**src/inc/ctp_pkg.sv**
```systemverilog
// Package with register layout, modes and carrier types of the priority control block.
package ctp_pkg;

  localparam int           CTP_LVL_W          = 3;
  localparam logic [3:0]   CTP_ADDR_PRIO_REG  = 4'h0;
  localparam logic [3:0]   CTP_ADDR_MODE_REG  = 4'h1;
  localparam logic [3:0]   CTP_ADDR_STATUS    = 4'h2;
  localparam int           CTP_BIT_ENABLE     = 7;
  localparam int           CTP_POS_XFER_LVL   = 4;
  localparam int           CTP_BIT_AUTO       = 3;
  localparam int           CTP_POS_CPU_LVL    = 0;
  localparam logic [7:0]   CTP_PRIO_RESET     = 8'h00;
  localparam logic [1:0]   CTP_MODE_RESET     = 2'h0;
  localparam logic [1:0]   CTP_MODE_SINGLE    = 2'h0;
  localparam logic [1:0]   CTP_MODE_EXTENDED  = 2'h2;
  localparam logic [2:0]   CTP_LVL_MIN        = 3'h0;
  localparam logic [2:0]   CTP_LVL_MAX        = 3'h7;

  typedef struct packed {
    logic       enable;
    logic [2:0] xfer_lvl;
    logic       auto_en;
    logic [2:0] cpu_lvl;
  } ctp_prio_reg_type;

  typedef struct packed {
    logic       cond_mask;
    logic [2:0] ext_mask;
    logic [1:0] mode;
  } ctp_mask_type;

  typedef struct packed {
    logic       cpu_wants;
    logic       xfer_req;
    logic       dma_req;
    logic [2:0] dma_lvl;
  } ctp_req_type;

  typedef struct packed {
    logic cpu_first;
    logic xfer_grant;
    logic dma_grant;
  } ctp_grant_type;

endpackage

```
**src/rtl/ctp_level_cmp.sv**
```systemverilog
// Compares one requester level against the CPU level and decides a grant.
`timescale 1ns/1ps
module ctp_level_cmp
  import ctp_pkg::*;
#(
  parameter int LVL_W = 3
) (
  input  wire logic             req_i,
  input  wire logic             enable_i,
  input  wire logic             cpu_wants_i,
  input  wire logic [LVL_W-1:0] req_lvl_i,
  input  wire logic [LVL_W-1:0] cpu_lvl_i,
  output logic                  grant_o,
  output logic                  cpu_wins_o
);

  // Ties go to the transfer so that a stream at the CPU level is never starved.
  always_comb begin
    cpu_wins_o = enable_i && cpu_wants_i && req_i && (req_lvl_i < cpu_lvl_i);
    grant_o    = req_i && !cpu_wins_o;
  end

endmodule

```
**src/rtl/ctp_arbiter.sv**
```systemverilog
// Priority control between CPU exception handling and the two transfer engines.
`timescale 1ns/1ps
module ctp_arbiter
  import ctp_pkg::*;
#(
  parameter int LVL_W = CTP_LVL_W
) (
  input  wire logic          clk_i,
  input  wire logic          rst_n_i,
  input  wire logic [3:0]    addr_i,
  input  wire logic [7:0]    wdata_i,
  input  wire logic          wr_i,
  input  wire logic          rd_i,
  output logic      [7:0]    rdata_o,
  input  wire ctp_mask_type  mask_i,
  input  wire ctp_req_type   req_i,
  output ctp_grant_type      grant_o,
  output logic [LVL_W-1:0]   cpu_lvl_o
);

  ctp_prio_reg_type prio_ff;
  ctp_prio_reg_type nxt_prio;
  logic [1:0]       mode_ff;
  logic [1:0]       nxt_mode;
  logic [7:0]       rdata_ff;
  logic [7:0]       nxt_rdata;
  logic [2:0]       mask_lvl;
  logic             xfer_grant;
  logic             dma_grant;
  logic             xfer_cpu;
  logic             dma_cpu;

  // The mode prohibited codes fall back to the single mask bit.
  always_comb begin
    if (mode_ff == CTP_MODE_EXTENDED) begin
      mask_lvl = mask_i.ext_mask;
    end else begin
      mask_lvl = mask_i.cond_mask ? CTP_LVL_MAX : CTP_LVL_MIN;
    end
  end

  always_comb begin
    nxt_prio = prio_ff;
    nxt_mode = mode_ff;
    if (wr_i && addr_i == CTP_ADDR_PRIO_REG) begin
      nxt_prio.enable   = wdata_i[CTP_BIT_ENABLE];
      nxt_prio.xfer_lvl = wdata_i[CTP_POS_XFER_LVL +: 3];
      nxt_prio.auto_en  = wdata_i[CTP_BIT_AUTO];
      if (!prio_ff.auto_en) begin
        nxt_prio.cpu_lvl = wdata_i[CTP_POS_CPU_LVL +: 3];
      end
    end
    if (wr_i && addr_i == CTP_ADDR_MODE_REG) begin
      nxt_mode = wdata_i[1:0];
    end
    // Mask tracking starts in the cycle auto-set is seen, so a write that turns it on lands first.
    if (prio_ff.auto_en) begin
      nxt_prio.cpu_lvl = mask_lvl;
    end
  end

  always_comb begin
    nxt_rdata = 8'h00;
    if (rd_i) begin
      case (addr_i)
        CTP_ADDR_PRIO_REG: nxt_rdata = prio_ff;
        CTP_ADDR_MODE_REG: nxt_rdata = {6'h00, mode_ff};
        CTP_ADDR_STATUS:   nxt_rdata = {5'h00, grant_o};
        default:           nxt_rdata = 8'h00;
      endcase
    end
  end

  always_ff @(posedge clk_i or negedge rst_n_i) begin
    if (!rst_n_i) begin
      prio_ff  <= CTP_PRIO_RESET;
      mode_ff  <= CTP_MODE_RESET;
      rdata_ff <= 8'h00;
    end else begin
      prio_ff  <= nxt_prio;
      mode_ff  <= nxt_mode;
      rdata_ff <= nxt_rdata;
    end
  end

  ctp_level_cmp #(.LVL_W(LVL_W)) u_xfer_cmp (
    .req_i       (req_i.xfer_req),
    .enable_i    (prio_ff.enable),
    .cpu_wants_i (req_i.cpu_wants),
    .req_lvl_i   (prio_ff.xfer_lvl),
    .cpu_lvl_i   (prio_ff.cpu_lvl),
    .grant_o     (xfer_grant),
    .cpu_wins_o  (xfer_cpu)
  );

  ctp_level_cmp #(.LVL_W(LVL_W)) u_dma_cmp (
    .req_i       (req_i.dma_req),
    .enable_i    (prio_ff.enable),
    .cpu_wants_i (req_i.cpu_wants),
    .req_lvl_i   (req_i.dma_lvl),
    .cpu_lvl_i   (prio_ff.cpu_lvl),
    .grant_o     (dma_grant),
    .cpu_wins_o  (dma_cpu)
  );

  // Both engines may be granted together; their shared bus picks between them.
  always_comb begin
    grant_o.xfer_grant = xfer_grant;
    grant_o.dma_grant  = dma_grant;
    // The CPU goes first when nothing else asks or when it outranks every asking engine.
    grant_o.cpu_first  = req_i.cpu_wants && (xfer_cpu || !req_i.xfer_req)
                         && (dma_cpu || !req_i.dma_req);
  end

  assign rdata_o   = rdata_ff;
  assign cpu_lvl_o = prio_ff.cpu_lvl;
endmodule

```
**config.mk**
```make
export PLATFORM = sky130hd
export DESIGN_NAME = ctp_arbiter
export DESIGN_NICKNAME = d
export VERILOG_FILES = /design/src/inc/ctp_pkg.sv /design/src/rtl/ctp_level_cmp.sv /design/src/rtl/ctp_arbiter.sv
export SDC_FILE = /design/constraint.sdc
export NUM_CORES = 1
export LEC_CHECK = 0
export BUFFER_PORTS_ARGS = -buffer_cell sky130_fd_sc_hd__buf_4
export CORE_UTILIZATION = 30
export CTS_CLUSTER_DIAMETER = 30
export CTS_CLUSTER_SIZE = 16
export DETAILED_ROUTE_END_ITERATION = 6
export GPL_TIMING_DRIVEN = 0
export PLACE_DENSITY = 0.65
export SETUP_SLACK_MARGIN = 0.05
export SLEW_MARGIN = 20
export SYNTH_ARGS = -nofsm -noshare
export SYNTH_HDL_FRONTEND = slang
export SYNTH_HIERARCHICAL = 1
export SYNTH_SLANG_ARGS = --single-unit
```
**constraint.sdc**
```tcl
create_clock -name clk_i -period 2.2 [get_ports clk_i]
set_input_delay 0.33 -clock clk_i [delete_from_list [all_inputs] [get_ports clk_i]]
set_output_delay 0.33 -clock clk_i [all_outputs]
set_load 0.03 [all_outputs]
```
After elaboration in Yosys (flattened, before gate mapping)
Cells that the tools add are included.

storage, ports and cells
  word-level logic and storage cells = 36
  memories kept = 0
  bits in read-only memories = 0
  bits in latches = 0
  register bits = 18
  output and inout bits = 14
  RAM bits = 0

cells by class
  shift-type cells = 0
  magnitude comparators = 2
  divide/modulo/power cells = 0
  muxes and demuxes = 6
  equality and inequality tests = 3
  add/sub/neg operators = 0
  reduce and logical (&&, ||, !) cells = 19
  multiply operators = 0
  bitwise gates (word level) = 0

operator list
  cell                                                              number
  8-bit one-hot mux with 3 select lines                             1
  3-bit 2-to-1 mux                                                  4
  1-bit logical AND                                                 11
  8-bit 2-to-1 mux                                                  1
  3-bit less-than comparator                                        2
  4-bit by 1-bit == test with 1-bit output (second input constant)  1
  4-bit by 2-bit == test with 1-bit output (second input constant)  1
  1-bit zero test                                                   4
  4-bit zero test                                                   1
  2-bit == test (second input constant)                             1
  1-bit logical OR                                                  2
  2-bit nonzero test                                                1

Depth between registers and ports, before layout
Gate-level depths: netlist of run 1.

  depth in word-level cells = 8
  gate-level depth with buffers = 7
  depth with buffers taken out = 7

Hierarchy
The synthesis of run 1 kept the hierarchy.

by module, submodules not included
  module         area an instance (µm²)  cells an instance  times used
  ctp_arbiter    897.1                   79                 1
  ctp_level_cmp  82.6                    12                 2

Worst setup path after synthesis of run 1
No wires, ideal clock.

  kind = register -> output
  from = register prio_ff, in the netlist cpu_lvl_o[2]
  to = output port grant_o[2] (netlist bit)
  slack = 0.556 ns
  arrival time = 1.314 ns
  data required time = 1.870 ns
  cell stages (with the launch flop) = 8
  cell sequence = dfrtp_1 > inv_1 > ha_1 > nor3_2 > and3_1 > nand2b_1 > nand3_1 > inv_1

RTL lines
  element                 line               text
  start, declared         ctp_arbiter.sv:21  ctp_prio_reg_type prio_ff;
  start signal, assigned  ctp_arbiter.sv:80  prio_ff <= nxt_prio;
  end, declared           ctp_arbiter.sv:17  output ctp_grant_type grant_o,

==> results of run 1 <==
## cell type report
| class | count | area, um2 | share of cell area, % |
|---|---|---|---|
| clock buffers | 3 | 22.5 | 1.51 |
| plain buffers | 8 | 61.3 | 4.11 |
| well taps | 46 | 57.6 | 3.86 |
| flip-flops and latches | 18 | 453 | 30.3 |
| repair buffers | 42 | 318 | 21.3 |
| multi-input cells | 68 | 547 | 36.6 |
| inverters | 9 | 33.8 | 2.26 |
## report_power, final
part           switching (W)  internal [W]  leakage, nW
Combinational       0.000269      0.000306        0.502
Sequential         0.0000838      0.000394        0.231
Clock               0.000102     0.0000638       0.0138
Total               0.000455      0.000763        0.748
## what timing repair did
action | 4_1_cts | 5_1_grt
endpoints found under the setup margin | 1 | 1
setup buffers | 0 | 3
pin swaps | 0 | 1
hold buffers | 1 | 0
endpoints found under the hold margin | 18 | 0
gates resized for setup | 2 | 5
## synthesized netlist by cell type
library cell	n	area share [%]
or4_1	1	0.71
nor3b_1	3	2.1
o2111a_1	3	3.2
o22ai_1	1	0.59
mux2_2	7	7.4
o211ai_2	2	2.4
ha_1	4	4.7
mux2i_1	5	4.7
inv_1	9	3.2
buf_6	1	1.1
nand2_1	7	2.5
nand2b_1	3	1.8
dfrtp_1	18	42
nand4b_1	1	0.82
nand3_1	3	1.4
a31oi_1	2	1.2
or3b_2	1	0.82
and2_1	5	2.9
and3_1	2	1.2
nor3_1	1	0.47
nor2_1	5	1.8
buf_4	6	4.2
buf_2	1	0.47
or3_1	3	1.8
nand3b_1	2	1.4
a21oi_1	2	0.94
nor3_2	2	1.9
or2_2	2	1.2
and2b_2	1	0.82
## per-stage QoR
step	util, %	hold WS [ns]	instances	instance area [um2]	power (W)
after floorplan	-	0.0344	103	1060	0.000811
after global placement	41.8	0.211	187	1410	0.000963
after detailed placement	41.8	0.217	187	1410	0.000983
after CTS	42.8	0.254	191	1440	0.00116
after global routing	44.4	0.258	194	1490	0.00131
final	44.4	0.262	194	1490	0.00122
## registers in the layout (all words and copies together) (netlist names)
name       flops
cpu_lvl_o      3
mode_ff        2
prio_ff        5
rdata_o        8
## layer usage
layer | vias to the layer above | global-route usage, %
met4 | 0 | 9.84
li1 | 442 | -
met2 | 23 | 25.7
met3 | 4 | 2.52
met5 | - | 0
met1 | 460 | 19.1
## worst register-to-register path: stages, from the launching register on
cell,delay (ns)
dfrtp_2,0.42
inv_1,0.06
ha_1,0.19
nor3_2,0.20
and3_1,0.17
nand2b_1,0.12
nand3_2,0.09
o22ai_1,0.19
## how the worst min path moves through the flow
| stage | start | endpoint | slack, ns |
|---|---|---|---|
| global placement | rst_n_i | rdata_o[4] | 0.21 |
| floorplan | rst_n_i | cpu_lvl_o[0] | 0.03 |
| global route | wdata_i[7] | prio_ff[7] | 0.26 |
| CTS | wdata_i[7] | prio_ff[7] | 0.25 |
| detailed placement | rst_n_i | rdata_o[5] | 0.22 |
| finish | wdata_i[3] | prio_ff[3] | 0.26 |
## cell families after synthesis
logic type | Yosys count
compound gates | 10
fa+ha+maj | 4
buf+inv | 17
flops | 18
mux | 12
simple gates | 42
==> metrics, run 1 <==
sequential share of the synthesized area=42.4%; H-Tree Depth=1; Cell variety after synth=29; die width=~62 um; Max Transition Viols Final=0; CTS Buf Count=3; delay of the slowest critical-path stage=around 0.46 ns; Worst-path clk slew=about 0.10 ns; clk_skew=just over 0.006 ns; 1st-iter DRT viols=35; vias per cell=4.79; max layer used=met4; Synth Warn #=6; synthesized area=0.00106 mm2; commonest non-fill, non-tap cell in the layout=buf_4; Min-Delay Path Depth=2; Post-Place Setup Slack=0.351 ns; final net count=about 180; total track usage=between 10% and 20%; Synth Area in Adders=4.71%; Crit. End Element=output port; Setup TNS Final=0 ns; fmax=between 0.4 and 0.5 GHz; drt pass-1 iters=4; CTS max path bufs=2; slowest CP cell=dfrtp_2; Final period util=95.1%; Final WS setup=roughly 0.11 ns; initial antenna violation count=0; Ports=42; clk_lat worst skew=0.30 ns; Detail Route met2 WL=between 1000 and 1500 um; CP Capture Point=grant_o[2]; via count=929; Inserted Diodes=0; largest family of logic cells by synthesized area=simple AND/OR/NAND/NOR gates; Cells after Synth=103; largest net degree at the start of global routing=19; CP startpoint=cpu_lvl_o[1]; worst relative slew slack=59.8%; Critical R2R Capture=rdata_o[2]; outcome=completed; routability cong.=around 0.8; Mean Syn Cell Area=a little over 10 um2; maximum VDD drop=between 0.5 and 0.6 mV; critical-path cell list=inv_2 -> ha_4 -> o211ai_2 -> and3_1 -> nand2b_1 -> nand3_2 -> inv_1 -> buf_4; r2r setup slk=between 0.6 and 0.7 ns; post-synthesis xor/xnor area fraction=0%; reg2reg start=cpu_lvl_o[2]; CP bufs+invs=3; type of origin of the critical path=flop; Worst Path Max Fanout=6; post-DP HPWL=~2000 um; Hold Vio Cnt, Final=0; Area Growth Syn to Fin=40.5%; worst slew pin tran=0.598 ns; met3 WL=around 98 um; ANT nets after route=0; routed wire length=2560 um; post-synthesis mux area share=12.1%; Post-Route M1 WL=1120 um; Initial Utilization=roughly a third; min-delay worst type=primary input to flop; CTS tree=done; Remaining DRCs=0; Synth Area in Simple Gates=between 20% and 30%; Die Y=around 60 um; input/output buffers=38; # Max-Cap Violations=0; vias in the first global route=between 900 and 1000; Levels on crit path=8; root buffer cell=clkbuf_4; share of cells above drive strength 1=between 50% and 60%; Setup CP Type=flop to output port; total leakage power=~0.75 nW; Fillers=around 360; WP data arrival=roughly 1.8 ns; routed len/inst=between 10 and 15 um; GR Overflow Total=0; fin crit period=approximately 2.1 ns; Core Area=around 0.0034 mm2; #FFs+latches synth=18; CP delay by family, top=flip-flops; reg2reg path depth=7; clk sinks=18; unrepaired setup endpoints after global routing=no; CP required=between 1.5 and 2 ns; syn_nets=~140; Rows=21; Die Area=between 0.003 and 0.004 mm2; Compound-Gate Fraction of Synth Area=8.24%; Setup Viol. Count Final=0; commonest non-fill, non-tap cells in the layout=buf_4 (47), dfrtp_1 (16), inv_1 (7), nand2_1 (7), mux2_2 (7); power density over the cells=816 mW/mm2; first-pass GRT wire length=just over 4000 um
(Power assumes the default switching activity.)
==> run 2, diff against run 1 <==
PLACE_DENSITY = 0.66   (was 0.65)
SYNTH_HIERARCHICAL = unset   (was 1)
==> run 2 against run 1 <==
Net effect: via count fell by 16%; clock power is 22% higher; die area down 9.9%; wire length down 16%; clock-buffer cell count up 1; critical endpoint unchanged; highest routed layer unchanged.
==> metrics, run 2 <==
fin crit period=2.13 ns (+0.0369 ns); CTS max path bufs=2 (unchanged); commonest non-fill, non-tap cells in the layout=buf_4 (44), dfrtp_1 (18), mux2i_1 (8); routability cong.=0.763 (-6.1%); worst slew pin tran=0.322 ns (-0.276 ns); FF/Latch Area=450 um2 (-0.55%); Worst Path Max Fanout=3 (-3); total track usage=13.3% (-2.3 points); Cells after Synth=83 (-19%); CP required=1.87 ns (about the same); Setup CP Type=flop to output port; Setup TNS Final=0 ns (unchanged); Hold Vio Cnt, Final=0 (unchanged); die width=58.4 um (-5.1%); Cell variety after synth=29 (unchanged); power density over the cells=822 mW/mm2 (+0.69%); CP Capture Point=grant_o[2]; CP bufs+invs=2 (-1); clk sinks=18 (unchanged); Fillers=292 (-20%); Core Area=0.00303 mm2 (-10%); initial antenna violation count=0 (unchanged); CP startpoint=cpu_lvl_o[2]; ANT nets after route=0 (unchanged); top-count cell post-synth=dfrtp_1; vias per cell=4.50 (-6.0%); CTS Buf Count=3 (unchanged); GR Overflow Total=0 (unchanged); clk_skew=0.00199 ns (-0.00420 ns); CP delay by family, top=compound AO/OA/AOI/OAI gates; DP Area=0.00129 mm2 (-7.9%); min-delay worst type=primary input to flop; synthesized area=953 um2 (-10%); routed wire length=2150 um (-16%); area of the multi-input gates=472 um2 (-14%); Initial Utilization=31.5% (-0.097 points); routed len/inst=12.4 um (-6.2%); post-synthesis xor/xnor area fraction=0% (unchanged); CTS tree=done; synth cell count leaders=dfrtp_1 (18), mux2i_1 (8), mux2_2 (7); non-filler instance count after layout=174 (-10%); post-synth top area share=47.2% (+4.8 points); Synth Area in Adders=5.25% (+0.54 points); worst relative slew slack=78.4% (+19 points); Mean Syn Cell Area=11.5 um2 (+11%); max reg flops=8 (unchanged); syn_nets=115 (-15%); largest net degree at the start of global routing=19 (unchanged); post-synthesis mux area share=16.7% (+4.5 points); input/output buffers=38 (unchanged); Synth Warn #=0 (-6); maximum VDD drop=0.274 mV (-47%); number of flops mapped to enable cells by yosys=0 (unchanged); Die Area=0.00341 mm2 (-9.9%); root buffer cell=clkbuf_4; Setup Viol. Count Final=0 (unchanged); commonest non-fill, non-tap cell in the layout=buf_4; critical-path cell list=inv_2 -> ha_4 -> a211o_1 -> o21ai_2 -> and3_4 -> buf_6; # Max-Cap Violations=0 (unchanged); Critical R2R Capture=rdata_o[2]; top cells by area, synth=dfrtp_1 (47%), mux2i_1 (8.4%), mux2_2 (8.3%), ha_1 (5.2%), buf_4 (3.9%); Post-synth top flop=dfrtp_1; final net count=163 (-10%); Inserted Diodes=0 (unchanged); Rows=20 (-4.8%); Min-Delay Path Depth=2 (unchanged); Area Growth Syn to Fin=48.4%; Die Y=58.4 um (-5.1%); outcome=completed; r2r setup slk=0.64 ns (-0.03 ns); Worst-path clk slew=0.11 ns (about the same); sequential share of the synthesized area=47.2% (+4.8 points); reg2reg start=cpu_lvl_o[1]; Max Transition Viols Final=0 (unchanged); placed cell count=165 (-12%); fmax=0.470 GHz (-1.7%); Yosys top cell by area=dfrtp_1; Final period util=96.7% (+1.7 points); Levels on crit path=6 (-2); Remaining DRCs=0 (unchanged); largest family of logic cells by synthesized area=multiplexers; Ports=42 (unchanged); #FFs+latches synth=18 (unchanged); delay of the slowest critical-path stage=0.42 ns (-0.04 ns); unrepaired setup endpoints after global routing=yes; reg2reg path depth=7 (unchanged); slowest CP cell=dfrtp_1; fin area=0.00142 mm2 (-5.2%); drt pass-1 iters=4 (unchanged); share of cells above drive strength 1=56.2% (+6.2 points); first-pass GRT wire length=3390 um (-18%); WP data arrival=1.80 ns (+0.04 ns); clk_lat worst skew=0.28 ns (-0.02 ns); ys async rst share=100% (unchanged); H-Tree Depth=1 (unchanged); type of origin of the critical path=flop; Synth Area in Simple Gates=14.3% (-9.3 points); Compound-Gate Fraction of Synth Area=9.71% (+1.5 points); Crit. End Element=output port; vias in the first global route=711 (-26%); post-DP HPWL=1650 um (-15%); 1st-iter DRT viols=15 (-57%); total leakage power=0.714 nW (-4.5%); via count=783 (-16%)
==> run 2: through the flow <==
| stage | setup slack [ns] | hold WS (ns) | total power, W | utilization (%) |
|---|---|---|---|---|
| global route | 0.0110 | 0.259 | 0.00124 | 46.7 |
| global placement | 0.219 | 0.203 | 0.000868 | 42.7 |
| finish | 0.0716 | 0.270 | 0.00116 | 46.7 |
| detailed placement | 0.176 | 0.209 | 0.000881 | 42.7 |
| floorplan | 0.353 | 0.0344 | 0.000728 | - |
| CTS | 0.0400 | 0.263 | 0.00112 | 45.1 |
==> run 2: how the worst min path moves through the flow <==
stage	start	to	slack, ns
6_report	addr_i[1]	rdata_o[4]	0.27
5_1_grt	wdata_i[6]	prio_ff[6]	0.26
4_1_cts	wdata_i[6]	prio_ff[6]	0.26
3_5_place_dp	rst_n_i	rdata_o[7]	0.21
3_3_place_gp	rst_n_i	rdata_o[7]	0.20
2_1_floorplan	rst_n_i	cpu_lvl_o[0]	0.03
==> run 2: logic make-up (layout without fill, tap and decap cells) <==
kind of cell,count (synthesis),count (layout)
buffers and inverters,12,59
AO/OA/AOI/OAI,12,12
adder cells (fa/ha/maj),4,4
flip-flops,18,18
AND/OR/NAND/NOR,22,22
multiplexers,15,15
==> run 2: layout make-up <==
type / instances / area share [%]
clock buffer: 4 / 2.56
sequential: 18 / 31.8
buffer: 6 / 3.01
inverter: 6 / 1.59
tap: 44 / 3.89
timing repair buffer: 43 / 23.8
multi-input combinational: 53 / 33.3
==> run 2: per-layer routing <==
| layer | part of all wire (%) | vias up | GRT usage (%) |
|---|---|---|---|
| met5 | 0 | - | 0 |
| met1 | 42 | 360 | 17.1 |
| met4 | 1.0 | 0 | 4.08 |
| met3 | 7.7 | 2 | 3.08 |
| met2 | 49 | 36 | 22.3 |
| li1 | - | 385 | - |
==> run 2: report_power, final <==
| group | internal, W | switching (W) |
|---|---|---|
| sequential | 0.000389 | 0.0000583 |
| combinational | 0.000265 | 0.000248 |
| clock | 0.000101 | 0.000102 |
==> run 2: what timing repair did <==
action	in CTS	in global routing
buffers inserted	3	1
cloned	0	0
hold endpoints to repair	18	0
hold buffers	1	0
pin swaps	1	3
resized for setup	1	9
setup endpoints to repair	3	3
==> run 3, diff against run 2 <==
ABC_AREA = 1   (was unset)
CORE_MARGIN = 10   (was unset)
PLACE_DENSITY = 0.65   (was 0.66)
==> run 3 against run 2 <==
Net effect: final cell count rose by 24%; sequential share of layout area fell by 0.14 points; sequential power fell by 6.5%; global-route usage fell by 4.8 points; die area rose by 76%; via count rose by 17%; register-to-register slack improved by 0.10 ns; area after synthesis rose by 4.1%; power fell by 14%; critical endpoint is now grant_o[0]; largest cell class is now sequential cells; largest power group is now registers.
==> metrics, run 3 <==
maximum VDD drop=0.191 mV (-30%); commonest non-fill, non-tap cell in the layout=buf_4; CP required=1.87 ns (about the same); largest net degree at the start of global routing=19 (unchanged); fin area=0.00142 mm2 (+0.44%); Crit. End Element=output port; reg2reg path depth=10 (+3); Core Area=0.00310 mm2 (+2.5%); Yosys top cell by area=dfrtp_1; Rows=20 (unchanged); WP data arrival=1.70 ns (-0.10 ns); clk_skew=0.00240 ns (+0.000409 ns); Final period util=92.4% (-4.4 points); total leakage power=0.795 nW (+11%); fin crit period=2.03 ns (-0.0961 ns); post-synth top area share=45.4% (-1.8 points); total track usage=8.55% (-4.8 points); Mean Syn Cell Area=8.00 um2 (-30%); final net count=205 (+26%); via count=914 (+17%); CP startpoint=cpu_lvl_o[1]; fmax=0.492 GHz (+4.7%); Cell variety after synth=21 (-28%); #FFs+latches synth=18 (unchanged); type of origin of the critical path=flop; share of cells above drive strength 1=39.5% (-17 points); # Max-Cap Violations=0 (unchanged); 1st-iter DRT viols=37 (+22); ys async rst share=100% (unchanged); Setup TNS Final=0 ns (unchanged); Die Y=77.5 um (+33%); GR Overflow Total=0 (unchanged); Ports=42 (unchanged); CTS tree=done; worst slew pin tran=0.228 ns (-0.0940 ns); initial antenna violation count=0 (unchanged); H-Tree Depth=1 (unchanged); Post-synth top flop=dfrtp_1; Inserted Diodes=0 (unchanged); sequential share of the synthesized area=45.4% (-1.8 points); syn_nets=156 (+36%); unrepaired setup endpoints after global routing=yes; min-delay worst type=primary input to flop; post-DP HPWL=2120 um (+28%); Hold Vio Cnt, Final=0 (unchanged); Worst Path Max Fanout=3 (unchanged); clk_lat worst skew=0.29 ns (about the same); ANT nets after route=0 (unchanged); Setup Viol. Count Final=0 (unchanged); clk sinks=18 (unchanged); max reg flops=8 (unchanged); Worst-path clk slew=0.10 ns (about the same); synth cell count leaders=nand2_1 (35), inv_1 (21), dfrtp_1 (18); CP Capture Point=grant_o[0]; routability cong.=0.812 (+6.4%); top cells by area, synth=dfrtp_1 (45%), nand2_1 (13%), inv_1 (7.9%), ha_1 (5.0%), nor2_1 (4.5%); Remaining DRCs=0 (unchanged); synthesized area=992 um2 (+4.1%); drt pass-1 iters=4 (unchanged); Die Area=0.00601 mm2 (+76%); Area Growth Syn to Fin=43.3%; Initial Utilization=32.0% (+0.49 points); worst relative slew slack=84.8% (+6.5 points); CTS max path bufs=2 (unchanged); Synth Warn #=0 (unchanged); die width=77.5 um (+33%); Critical R2R Capture=rdata_o[2]; vias per cell=4.23 (-6.0%); number of flops mapped to enable cells by yosys=0 (unchanged); top-count cell post-synth=nand2_1; CTS Buf Count=3 (unchanged); input/output buffers=39 (+2.6%); outcome=completed; commonest non-fill, non-tap cells in the layout=buf_4 (48), nand2_1 (33), inv_1 (18), dfrtp_1 (18), nor2_1 (12); routed len/inst=11.6 um (-5.8%); Max Transition Viols Final=0 (unchanged); first-pass GRT wire length=4280 um (+26%); reg2reg start=cpu_lvl_o[1]; Setup CP Type=flop to output port; r2r setup slk=0.74 ns (+0.10 ns); root buffer cell=clkbuf_4; Cells after Synth=124 (+49%); DP Area=0.00134 mm2 (+3.6%); vias in the first global route=949 (+33%); power density over the cells=705 mW/mm2 (-14%); routed wire length=2510 um (+17%); WHS=0.238 ns (-0.0321 ns)
[run 3: stage by stage]
step	power, W	std cells	utilization (%)	setup slack (ns)
finish	0.00100	216	45.8	0.168
CTS	0.000982	212	44.7	0.0694
global route	0.00108	216	45.8	0.0135
floorplan	0.000649	124	-	0.424
global placement	0.000768	207	43.2	0.436
detailed placement	0.000780	207	43.2	0.404
[run 3: how the worst min path moves through the flow]
stage | slack (ns) | depth (start not counted) | from | to
floorplan | 0.03 | 0 | rst_n_i | cpu_lvl_o[0]
global placement | 0.21 | 1 | rst_n_i | rdata_o[1]
global route | 0.25 | 3 | wdata_i[6] | prio_ff[6]
finish | 0.24 | 3 | wdata_i[6] | prio_ff[6]
detailed placement | 0.21 | 1 | rst_n_i | rdata_o[0]
CTS | 0.24 | 3 | wdata_i[6] | prio_ff[6]
[run 3: metal layers]
layer,vias to the layer above,routed length [um],GRT usage (%)
met1,409,1100,9.33
met2,23,1240,15.1
met3,2,133,2.07
met4,0,41,4.38
met5,-,0,0
li1,480,-,-
[run 3: repair_timing]
action / CTS / global route
resized for setup: 0 / 5
endpoints found under the setup margin: 0 / 3
hold endpoints to repair: 18 / 0
hold buffers: 1 / 0
buffers inserted: 0 / 4
[run 3: cell families (layout without fill, tap and decap cells)]
kind of cell | Yosys count | after routing | share of synthesized area [%]
adders and majority gates | 4 | 4 | 5.04
buffers and inverters | 28 | 76 | 13.2
muxes | 1 | 1 | 1.13
and+or+nand+nor | 61 | 61 | 28.0
DFF | 18 | 18 | 45.4
AOI/OAI and AO/OA | 12 | 12 | 7.19
[run 3: layout make-up]
class | count | area [um2]
multi-input cells | 78 | 415
clock buffers | 4 | 36.3
flip-flops and latches | 18 | 450
well taps | 44 | 55.1
fillers | 324 | 1680
repair buffers | 44 | 333
plain buffers | 6 | 48.8
inverters | 22 | 82.6
[run 3: power breakdown]
part | internal (W) | switching (W) | leakage (nW)
registers | 0.000379 | 0.0000395 | 0.228
logic | 0.000176 | 0.000207 | 0.546
clock network | 0.000101 | 0.0000990 | 0.0210
total | 0.000656 | 0.000346 | 0.795
[run 3: critical path, cell delays in order (launching register included)]
cell and delay [ns]:
dfrtp_1 0.41, inv_2 0.07, ha_1 0.28, nand2_1 0.07, inv_1 0.03, nand2_1 0.05, nand3_1 0.08, nand2_2 0.09
inv_2 0.05, buf_4 0.12, buf_4 0.16
